$ cat config.mk
export PLATFORM = sky130hd
export DESIGN_NAME = cie_core
export DESIGN_NICKNAME = d
export VERILOG_FILES = /design/src/hw/cie_pkg.sv /design/src/hw/cie_regfile.sv /design/src/hw/cie_core.sv
export SDC_FILE = /design/constraint.sdc
export NUM_CORES = 2
export LEC_CHECK = 0
export BUFFER_PORTS_ARGS = -buffer_cell sky130_fd_sc_hd__buf_2
export CAP_MARGIN = 40
export CORE_MARGIN = 2
export CORE_UTILIZATION = 55
export DETAILED_ROUTE_END_ITERATION = 10
export PLACE_DENSITY = 0.71
export SLEW_MARGIN = 25
export SYNTH_ARGS = -nofsm -noshare
export SYNTH_HDL_FRONTEND = slang
export SYNTH_HIERARCHICAL = 1
export SYNTH_SLANG_ARGS = --single-unit
$ cat constraint.sdc
create_clock -name sys_clk -period 15.2 [get_ports sys_clk]
set_clock_uncertainty 0.1 [all_clocks]
set_input_delay 3.04 -clock sys_clk [delete_from_list [all_inputs] [get_ports sys_clk]]
set_output_delay 3.04 -clock sys_clk [all_outputs]
set_load 0.03 [all_outputs]
$ cat src/hw/cie_pkg.sv
// shared constants and types for the instruction execution subset
package cie_pkg;

	// ****************************************
	// widths
	// ****************************************
	localparam int FILE_ADDR_W    = 7;
	localparam int DATA_W         = 8;
	localparam int PC_W           = 13;
	localparam int LIT_W          = 11;
	localparam int BIT_SEL_W      = 3;
	localparam int STACK_DEPTH    = 8;
	localparam int STACK_PTR_W    = 3;
	localparam int BUS_ADDR_W     = 8;
	localparam int PAGE_W         = 5;
	localparam int WDOG_PRESC_W   = 8;
	localparam int WDOG_COUNT_W   = 8;

	// ****************************************
	// bus offsets, addresses below 8'h80 reach the file registers
	// ****************************************
	localparam int                    FILE_SPACE_BIT = 7;
	localparam logic [BUS_ADDR_W-1:0] OFS_ACCUM      = 8'h80;
	localparam logic [BUS_ADDR_W-1:0] OFS_STATUS     = 8'h81;
	localparam logic [BUS_ADDR_W-1:0] OFS_PC_LO      = 8'h82;
	localparam logic [BUS_ADDR_W-1:0] OFS_PC_HI      = 8'h83;
	localparam logic [BUS_ADDR_W-1:0] OFS_WDOG       = 8'h84;
	localparam logic [BUS_ADDR_W-1:0] OFS_PAGE       = 8'h85;
	localparam logic [BUS_ADDR_W-1:0] OFS_STACK_LO   = 8'h86;
	localparam logic [BUS_ADDR_W-1:0] OFS_STACK_HI   = 8'h87;

	// ****************************************
	// field positions and reset values
	// ****************************************
	localparam int STAT_ZERO_BIT   = 0;
	localparam int STAT_SLEEP_BIT  = 1;
	localparam int STAT_EXPIRY_BIT = 2;
	localparam int PAGE_SEL_HI     = 4;
	localparam int PAGE_SEL_LO     = 3;
	localparam logic [DATA_W-1:0]       ZERO_BYTE  = 8'h00;
	localparam logic [DATA_W-1:0]       ONE_BYTE   = 8'h01;
	localparam logic [PC_W-1:0]         PC_RESET   = 13'h0000;
	localparam logic [PC_W-1:0]         PC_ONE     = 13'h0001;
	localparam logic [PAGE_W-1:0]       PAGE_RESET = 5'h00;
	localparam logic [STACK_PTR_W-1:0]  PTR_ONE    = 3'h1;
	localparam logic [WDOG_PRESC_W-1:0] PRESC_MAX  = 8'hFF;
	localparam logic [WDOG_PRESC_W-1:0] PRESC_ONE  = 8'h01;
	localparam logic [WDOG_COUNT_W-1:0] WDOG_MAX   = 8'hFF;
	localparam logic                    DEST_ACCUM = 1'b0;

	// ****************************************
	// types
	// ****************************************
	typedef enum logic [2:0] {
		OP_NOP                  = 3'h0,
		OP_BIT_TEST_SKIP_IF_SET = 3'h1,
		OP_WATCHDOG_CLEAR       = 3'h2,
		OP_CALL                 = 3'h3,
		OP_COMPLEMENT_REG       = 3'h4,
		OP_CLEAR_REG            = 3'h5,
		OP_DECREMENT_REG        = 3'h6,
		OP_CLEAR_ACCUMULATOR    = 3'h7
	} cie_opcode_type;

	typedef struct packed {
		cie_opcode_type         opcode;
		logic [FILE_ADDR_W-1:0] fileAddr;
		logic [BIT_SEL_W-1:0]   bitSel;
		logic                   dest;
		logic [LIT_W-1:0]       literal;
	} cie_instr_type;

	typedef struct packed {
		logic                  write;
		logic                  read;
		logic [BUS_ADDR_W-1:0] addr;
		logic [DATA_W-1:0]     data;
	} cie_bus_req_type;

	typedef enum logic [2:0] {
		ST_ACCEPT  = 3'h1,
		ST_EXECUTE = 3'h2,
		ST_NOP     = 3'h4
	} cie_state_type;

endpackage

$ cat src/hw/cie_regfile.sv
// file register memory, one write port and two registered read ports
`timescale 1ns/100ps
module cie_regfile
	import cie_pkg::*;
(
	input  wire logic                   sys_clk,
	input  wire logic                   writeEnable,
	input  wire logic [FILE_ADDR_W-1:0] writeAddr,
	input  wire logic [DATA_W-1:0]      writeData,
	input  wire logic                   readEnableA,
	input  wire logic [FILE_ADDR_W-1:0] readAddrA,
	output logic      [DATA_W-1:0]      readDataA,
	input  wire logic                   readEnableB,
	input  wire logic [FILE_ADDR_W-1:0] readAddrB,
	output logic      [DATA_W-1:0]      readDataB
);

	logic [DATA_W-1:0] cells [2**FILE_ADDR_W];

	// read data hold until the next read, the executing stage relies on it
	always_ff @(posedge sys_clk) begin
		if (writeEnable) begin
			cells[writeAddr] <= writeData;
		end
	end

	always_ff @(posedge sys_clk) begin
		if (readEnableA) begin
			readDataA <= cells[readAddrA];
		end
	end

	always_ff @(posedge sys_clk) begin
		if (readEnableB) begin
			readDataB <= cells[readAddrB];
		end
	end

endmodule

$ cat src/hw/cie_core.sv
// execution of a subset of the core instructions
//
// Summary of operation
// - skip-if-set discards next instruction when bit is 1
// - skip-if-set leaves all status flags unchanged
// - watchdog clear zeroes counter and prescaler
// - watchdog clear sets expiry and sleep bits
// - call pushes program counter plus one
// - call loads literal and page latch bits
// - call takes two cycles, flags untouched
// - complement inverts, sets zero flag, selects destination
// - clear register writes zero, sets zero flag
// - decrement subtracts one, sets zero flag, selects destination
// - clear accumulator writes zero, sets zero flag
// - counter change or true test adds NOP cycle
`timescale 1ns/100ps
module cie_core
	import cie_pkg::*;
(
	input  wire logic                  sys_clk,
	input  wire logic                  reset,
	input  wire cie_instr_type         instr,
	input  wire logic                  instrValid,
	output logic                       instrReady,
	output logic                       instrDone,
	output logic                       nopCycle,
	input  wire logic                  sleepEnter,
	input  wire logic [BUS_ADDR_W-1:0] busAddr,
	input  wire logic [DATA_W-1:0]     busWriteData,
	input  wire logic                  busWrite,
	input  wire logic                  busRead,
	output logic      [DATA_W-1:0]     busReadData,
	output logic      [PC_W-1:0]       programCounter,
	output logic      [DATA_W-1:0]     accumulator,
	output logic                       zeroFlag,
	output logic                       expiryStatus,
	output logic                       sleepStatus,
	output logic      [WDOG_COUNT_W-1:0] watchdogCount,
	output logic      [PC_W-1:0]       stackTop
);

	// ****************************************
	// declarations
	// ****************************************
	cie_state_type          state;
	cie_state_type          next_state;
	cie_instr_type          held;
	cie_bus_req_type        bus;
	logic                   accept;
	logic                   executing;
	logic                   execActive;
	logic                   busConflict;
	logic                   writesFile;
	logic                   writesAccum;
	logic                   touchesZero;
	logic [DATA_W-1:0]      fileData;
	logic [DATA_W-1:0]      result;
	logic                   resultZero;
	logic                   bitSet;
	logic                   skipNext;
	logic                   twoCycle;
	logic                   nopSkips;
	logic [PC_W-1:0]        pcPlusOne;
	logic [PC_W-1:0]        stackMem [STACK_DEPTH];
	logic [STACK_PTR_W-1:0] stackPtr;
	logic                   pushStack;
	logic [PAGE_W-1:0]      pageLatch;
	logic [WDOG_PRESC_W-1:0] prescaler;
	logic                   watchdogClear;
	logic                   prescWrap;
	logic                   timeoutEvent;
	logic                   memWriteEnable;
	logic [FILE_ADDR_W-1:0] memWriteAddr;
	logic [DATA_W-1:0]      memWriteData;
	logic                   fileWriteByBus;
	logic                   fileReadByBus;
	logic [DATA_W-1:0]      memBusData;
	logic                   readPending;
	logic                   readFromFile;
	logic [DATA_W-1:0]      regReadData;
	logic [DATA_W-1:0]      next_regReadData;
	logic [DATA_W-1:0]      statusByte;

	assign bus.write = busWrite;
	assign bus.read  = busRead;
	assign bus.addr  = busAddr;
	assign bus.data  = busWriteData;

	// ****************************************
	// sequencing
	// ****************************************
	assign instrReady = (state == ST_ACCEPT);
	assign accept     = instrReady && instrValid;
	assign executing  = (state == ST_EXECUTE);
	assign nopCycle   = (state == ST_NOP);

	// a bus write to something the instruction also writes wins,
	// the instruction then retires one cycle later with no loss
	assign busConflict = executing && bus.write && (
		(writesFile && !bus.addr[FILE_SPACE_BIT]) ||
		(writesAccum && bus.addr == OFS_ACCUM) ||
		(touchesZero && bus.addr == OFS_STATUS));
	assign execActive = executing && !busConflict;

	assign twoCycle = (held.opcode == OP_CALL) || skipNext;

	always_comb begin
		next_state = state;
		unique case (state)
			ST_ACCEPT: begin
				if (accept) begin
					next_state = ST_EXECUTE;
				end
			end
			ST_EXECUTE: begin
				if (execActive) begin
					next_state = twoCycle ? ST_NOP : ST_ACCEPT;
				end
			end
			ST_NOP: begin
				next_state = ST_ACCEPT;
			end
			default: begin
				next_state = ST_ACCEPT;
			end
		endcase
	end

	always_ff @(posedge sys_clk) begin
		if (reset) begin
			state <= ST_ACCEPT;
		end else begin
			state <= next_state;
		end
	end

	always_ff @(posedge sys_clk) begin
		if (reset) begin
			held <= '0;
		end else if (accept) begin
			held <= instr;
		end
	end

	always_ff @(posedge sys_clk) begin
		if (reset) begin
			nopSkips <= 1'b0;
		end else if (execActive) begin
			nopSkips <= skipNext;
		end
	end

	always_ff @(posedge sys_clk) begin
		if (reset) begin
			instrDone <= 1'b0;
		end else begin
			instrDone <= (execActive && !twoCycle) || nopCycle;
		end
	end

	// ****************************************
	// data path
	// ****************************************
	assign bitSet   = fileData[held.bitSel];
	assign skipNext = (held.opcode == OP_BIT_TEST_SKIP_IF_SET) && bitSet;

	always_comb begin
		result      = ZERO_BYTE;
		writesFile  = 1'b0;
		writesAccum = 1'b0;
		touchesZero = 1'b0;
		unique case (held.opcode)
			OP_COMPLEMENT_REG: begin
				result      = ~fileData;
				writesFile  = (held.dest != DEST_ACCUM);
				writesAccum = (held.dest == DEST_ACCUM);
				touchesZero = 1'b1;
			end
			OP_DECREMENT_REG: begin
				result      = fileData - ONE_BYTE;
				writesFile  = (held.dest != DEST_ACCUM);
				writesAccum = (held.dest == DEST_ACCUM);
				touchesZero = 1'b1;
			end
			OP_CLEAR_REG: begin
				result      = ZERO_BYTE;
				writesFile  = 1'b1;
				touchesZero = 1'b1;
			end
			OP_CLEAR_ACCUMULATOR: begin
				result      = ZERO_BYTE;
				writesAccum = 1'b1;
				touchesZero = 1'b1;
			end
			// skip test, call and watchdog clear leave the zero flag alone
			OP_BIT_TEST_SKIP_IF_SET, OP_CALL, OP_WATCHDOG_CLEAR, OP_NOP: begin
				result = ZERO_BYTE;
			end
		endcase
	end

	assign resultZero = (result == ZERO_BYTE);

	always_ff @(posedge sys_clk) begin
		if (reset) begin
			accumulator <= ZERO_BYTE;
		end else if (execActive && writesAccum) begin
			accumulator <= result;
		end else if (bus.write && bus.addr == OFS_ACCUM) begin
			accumulator <= bus.data;
		end
	end

	always_ff @(posedge sys_clk) begin
		if (reset) begin
			zeroFlag <= 1'b0;
		end else if (execActive && touchesZero) begin
			zeroFlag <= resultZero;
		end else if (bus.write && bus.addr == OFS_STATUS) begin
			zeroFlag <= bus.data[STAT_ZERO_BIT];
		end
	end

	// ****************************************
	// file registers
	// ****************************************
	assign fileWriteByBus = bus.write && !bus.addr[FILE_SPACE_BIT];
	assign fileReadByBus  = bus.read && !bus.addr[FILE_SPACE_BIT];
	assign memWriteEnable = (execActive && writesFile) || fileWriteByBus;
	assign memWriteAddr   = (execActive && writesFile) ? held.fileAddr
	                                                   : bus.addr[FILE_ADDR_W-1:0];
	assign memWriteData   = (execActive && writesFile) ? result : bus.data;

	cie_regfile u_regfile (
		.sys_clk     (sys_clk),
		.writeEnable (memWriteEnable),
		.writeAddr   (memWriteAddr),
		.writeData   (memWriteData),
		.readEnableA (accept),
		.readAddrA   (instr.fileAddr),
		.readDataA   (fileData),
		.readEnableB (fileReadByBus),
		.readAddrB   (bus.addr[FILE_ADDR_W-1:0]),
		.readDataB   (memBusData)
	);

	// ****************************************
	// program counter and return stack
	// ****************************************
	assign pcPlusOne = programCounter + PC_ONE;
	assign pushStack = execActive && (held.opcode == OP_CALL);

	always_ff @(posedge sys_clk) begin
		if (reset) begin
			programCounter <= PC_RESET;
		end else if (execActive && held.opcode == OP_CALL) begin
			programCounter <= {pageLatch[PAGE_SEL_HI:PAGE_SEL_LO], held.literal};
		end else if (execActive) begin
			programCounter <= pcPlusOne;
		end else if (nopCycle && nopSkips) begin
			programCounter <= pcPlusOne;
		end
	end

	// the stack wraps silently, a ninth call overwrites the oldest entry
	generate
		for (genvar e = 0; e < STACK_DEPTH; e++) begin : g_stack
			always_ff @(posedge sys_clk) begin
				if (reset) begin
					stackMem[e] <= PC_RESET;
				end else if (pushStack && stackPtr == STACK_PTR_W'(e)) begin
					stackMem[e] <= pcPlusOne;
				end
			end
		end
	endgenerate

	always_ff @(posedge sys_clk) begin
		if (reset) begin
			stackPtr <= '0;
		end else if (pushStack) begin
			stackPtr <= stackPtr + PTR_ONE;
		end
	end

	assign stackTop = stackMem[stackPtr - PTR_ONE];

	always_ff @(posedge sys_clk) begin
		if (reset) begin
			pageLatch <= PAGE_RESET;
		end else if (bus.write && bus.addr == OFS_PAGE) begin
			pageLatch <= bus.data[PAGE_W-1:0];
		end
	end

	// ****************************************
	// watchdog
	// ****************************************
	assign watchdogClear = execActive && (held.opcode == OP_WATCHDOG_CLEAR);
	assign prescWrap     = (prescaler == PRESC_MAX);
	assign timeoutEvent  = prescWrap && (watchdogCount == WDOG_MAX) && !watchdogClear;

	always_ff @(posedge sys_clk) begin
		if (reset) begin
			prescaler <= '0;
		end else if (watchdogClear) begin
			prescaler <= '0;
		end else begin
			prescaler <= prescaler + PRESC_ONE;
		end
	end

	always_ff @(posedge sys_clk) begin
		if (reset) begin
			watchdogCount <= '0;
		end else if (watchdogClear) begin
			watchdogCount <= '0;
		end else if (prescWrap) begin
			watchdogCount <= watchdogCount + PRESC_ONE;
		end
	end

	// expiry bit low after a timeout, only an instruction clear or a reset restores it
	always_ff @(posedge sys_clk) begin
		if (reset) begin
			expiryStatus <= 1'b1;
		end else if (timeoutEvent) begin
			expiryStatus <= 1'b0;
		end else if (watchdogClear) begin
			expiryStatus <= 1'b1;
		end
	end

	always_ff @(posedge sys_clk) begin
		if (reset) begin
			sleepStatus <= 1'b1;
		end else if (watchdogClear) begin
			sleepStatus <= 1'b1;
		end else if (sleepEnter) begin
			sleepStatus <= 1'b0;
		end
	end

	// ****************************************
	// register port
	// ****************************************
	assign statusByte = {5'h00, expiryStatus, sleepStatus, zeroFlag};

	always_comb begin
		next_regReadData = ZERO_BYTE;
		unique case (bus.addr)
			OFS_ACCUM:    next_regReadData = accumulator;
			OFS_STATUS:   next_regReadData = statusByte;
			OFS_PC_LO:    next_regReadData = programCounter[7:0];
			OFS_PC_HI:    next_regReadData = {3'h0, programCounter[PC_W-1:8]};
			OFS_WDOG:     next_regReadData = watchdogCount;
			OFS_PAGE:     next_regReadData = {3'h0, pageLatch};
			OFS_STACK_LO: next_regReadData = stackTop[7:0];
			OFS_STACK_HI: next_regReadData = {3'h0, stackTop[PC_W-1:8]};
			default:      next_regReadData = ZERO_BYTE;
		endcase
	end

	always_ff @(posedge sys_clk) begin
		if (reset) begin
			readPending  <= 1'b0;
			readFromFile <= 1'b0;
			regReadData  <= ZERO_BYTE;
		end else begin
			readPending  <= bus.read;
			readFromFile <= fileReadByBus;
			regReadData  <= bus.read ? next_regReadData : ZERO_BYTE;
		end
	end

	// both sources are flops, the mux picks one of them, or zero when no read is pending
	assign busReadData = !readPending ? ZERO_BYTE :
	                     readFromFile ? memBusData : regReadData;

endmodule

==> flow_summary.ini <==
[outcome]
outcome = finished clean

[global_route]
grt.total_usage_pct = 31.1
grt_pass1_vias = 32500
antenna_found_initial = 15
grt_max_degree = 149
gr-usage-met1_pct = 42.4
grt-ovfl-total = 0
met3_usage_pct = 8.01
use_met2_pct = 48.7
grt.busiest_layer = met2
grt_first_pass_wirelength_mm = 236

[pwr]
power.density_nw_per_um2 = 118
leakage_nw = 20.3
peakVddDrop_v = 0.000116

[detailed_routing]
via_per_inst = 7.25
routed_wirelength_mm = 164
drt_first_pass_iters = 6
drtAntennaViolNets = 0
drt-wirelength-per-cell_um = 35.9
drt_iter0_drc = 4919
drc = 0
route.vias.total = 33100

[clocking]
cts_buffers = 130
cts_root_buf = clkbuf_16
cts_tree = done
post_cts.repair.setup_buffers = 0
postCtsHoldBufs = 0
clk_latency_ps = 740
post_cts_resized = 0
clk_pin_slew_ps = 60
htree_num_levels = 4
cts_buffer_depth = 3
clkSinkCount = 1232

[final_layout]
layout.nets = 3147
final_cell_count_no_fill = 4570
syn_to_final_growth_pct = 12.0
design_area_um2 = 64300
fillCellCount = 7090
drive_gt1_share_pct = 37.2

[logic_synthesis]
syn_avg_cell_area_um2 = 19.5
async_flop_share_pct = 0
ys_warn_count = 6
synthDistinctLibCells = 61
syn_inst = 2945
synth_edf_count = 1144
ys_ff_latch = 1232
synth_common_cells = edfxtp_1, mux4_2, nor2_1, nand2_1, clkbuf_1
synth_top_area_share_pct = 59.8
ys.flop_type = edfxtp_1
synth_area_um2 = 57400
synth_most_common_cell = edfxtp_1
yosysSeqAreaShare_pct = 62.9
synth_nets = 3003
synth.area.top_cells = edfxtp_1, mux4_2, dfxtp_1
yosysTopAreaCell = edfxtp_1

[die]
core_area_um2 = 103000
start_util_pct = 55.5
placementRows = 118
die_area_um2 = 107000
dieHeight_um = 327
pin_count = 103
die_x_um = 327

[sta]
fmax_ghz = 0.139
drv_slew = 0
whs_ps = 356
max_slew_margin_pct = 29.0
hold_viol_final = 0
grt_setup_unrepaired = no
worst_slew_pin_slew_ps = 1070
tns_ps = 0
fin_crit_sh_pct = 47.2
period_needed_ps = 7170
setup_viol = 0

[critical_path]
r2r_setup_slack_ps = 10470
crit-reg2reg-launch = held[23]$_SDFFE_PP0P_
cp_data_arrival_time_ps = 7430
crit_type = in -> reg
r2r_cells = 9
start_kind = input port
path_max_fanout = 96
rr_endpoint = u_regfile/cells[25][4]$_DFFE_PP_
cpPeakStageDelay_ps = 960
critical-path-top-delay-family = simple AND/OR/NAND/NOR gates
setup.worst_path.end_class = register
crit_chain = buf_8 > inv_1 > o31ai_4 > o21ai_1 > a211oi_4 > buf_4 > mux2_2 > nor2_1 > nand3_2 > nor2_1
worstPathRequired_ps = 15450
crit_start = busAddr[2]
path_buf_inv = 3
cpMaxStageDelayCell = nor2_1
crit_top_cell = nor2_1

[hold_path]
hold_class = reg -> reg
hp-start = held[20]$_SDFFE_PP0P_
hold_end = held[20]$_SDFFE_PP0P_
hold_depth = 2

[placement]
place.gp.congestion = 0.958
placed_cell_area_um2 = 59600
dp_hpwl_mm = 108
numPortBuffers = 102
place_inst = 4296

[job]
maxCapViolCount = 0
[sequential cells by signal, summed over array words and instances, names as in the netlist, 3 cells and up]
signal / count
regReadData: 8
programCounter: 13
watchdogCount: 8
u_regfile/cells: 1024
prescaler: 8
stackPtr: 3
state: 3
u_regfile/readDataB: 8
stackMem: 104
pageLatch: 5
held: 25
u_regfile/readDataA: 8
accumulator: 8
[worst max-delay path by stage]
stage,end,slack (ps),depth (start not counted)
after floorplan,u_regfile/cells[0][5]$_DFFE_PP_,6280,6
after global placement,u_regfile/cells[86][2]$_DFFE_PP_,7170,10
after detailed placement,u_regfile/cells[11][1]$_DFFE_PP_,7340,10
after CTS,u_regfile/cells[43][7]$_DFFE_PP_,8070,10
after global routing,u_regfile/cells[25][4]$_DFFE_PP_,7890,10
final,u_regfile/cells[25][4]$_DFFE_PP_,8030,10
[final cells by class]
class | count | area [µm²] | area share [%]
diodes | 3 | 7.51 | 0.0117
clock buffers | 157 | 3500 | 5.45
clock inverters | 73 | 754 | 1.17
inverters | 30 | 113 | 0.175
multi-input cells | 1465 | 20300 | 31.5
flip-flops and latches | 1232 | 36100 | 56.1
well taps | 1380 | 1730 | 2.68
repair buffers | 230 | 1830 | 2.84
[metrics by stage]
stage	setup slack (ps)	utilization [%]	power, W
finish	8030	62.2	0.00757
global route	7890	62.2	0.00775
CTS	8070	61.7	0.00759
detailed placement	7340	57.6	0.00443
global placement	7170	57.2	0.00442
floorplan	6280	-	0.00421
[where the power goes]
part	total, W	switching (W)	internal, W	leakage [nW]
clock	0.00320	0.00130	0.00189	2.08
sequential	0.00376	0.0000307	0.00373	11.1
combinational	0.000614	0.000361	0.000253	7.11
total	0.00757	0.00169	0.00588	20.3
[cell usage in the layout (no fill, tap or decap), types with 15 or more instances in the layout]
| cell type | count |
|---|---|
| edfxtp_1 | 1144 |
| mux4_2 | 704 |
| nor2_1 | 270 |
| clkbuf_16 | 137 |
| nand2_1 | 111 |
| buf_4 | 98 |
| buf_2 | 95 |
| dfxtp_1 | 87 |
| a21oi_1 | 45 |
| mux2i_1 | 39 |
| nand3_1 | 34 |
| mux2_2 | 30 |
| inv_1 | 27 |
| clkinv_1 | 24 |
| clkinv_2 | 24 |
| nor2b_1 | 23 |
| xnor2_1 | 21 |
| clkbuf_1 | 20 |
| bufinv_16 | 15 |
[logic make-up (layout without fill, tap and decap cells)]
group | after synthesis | count (layout) | synth area share, %
compound gates | 124 | 124 | 1.52
xor+xnor | 31 | 31 | 0.473
flops | 1232 | 1232 | 62.9
fa+ha+maj | 11 | 11 | 0.240
other cells | 0 | 3 | 0
buf+inv | 248 | 490 | 1.93
mux | 781 | 781 | 29.0
simple gates | 518 | 518 | 3.91
[layer usage]
metal / up-vias / wire, µm
li1: 12800 / -
met4: 16 / 7650
met2: 2383 / 78300
met3: 417 / 20300
met1: 17600 / 57700
met5: - / 132
[worst register-to-register path: stages (launching register included)]
cell and delay, ps:
dfxtp_1 490, and2_1 310, o31ai_4 240, o21ai_1 140
a211oi_4 250, buf_4 350, mux2_2 480, nor2_1 270
nand3_2 740, nor2_1 970
Power figures use the tool's default switching activity.
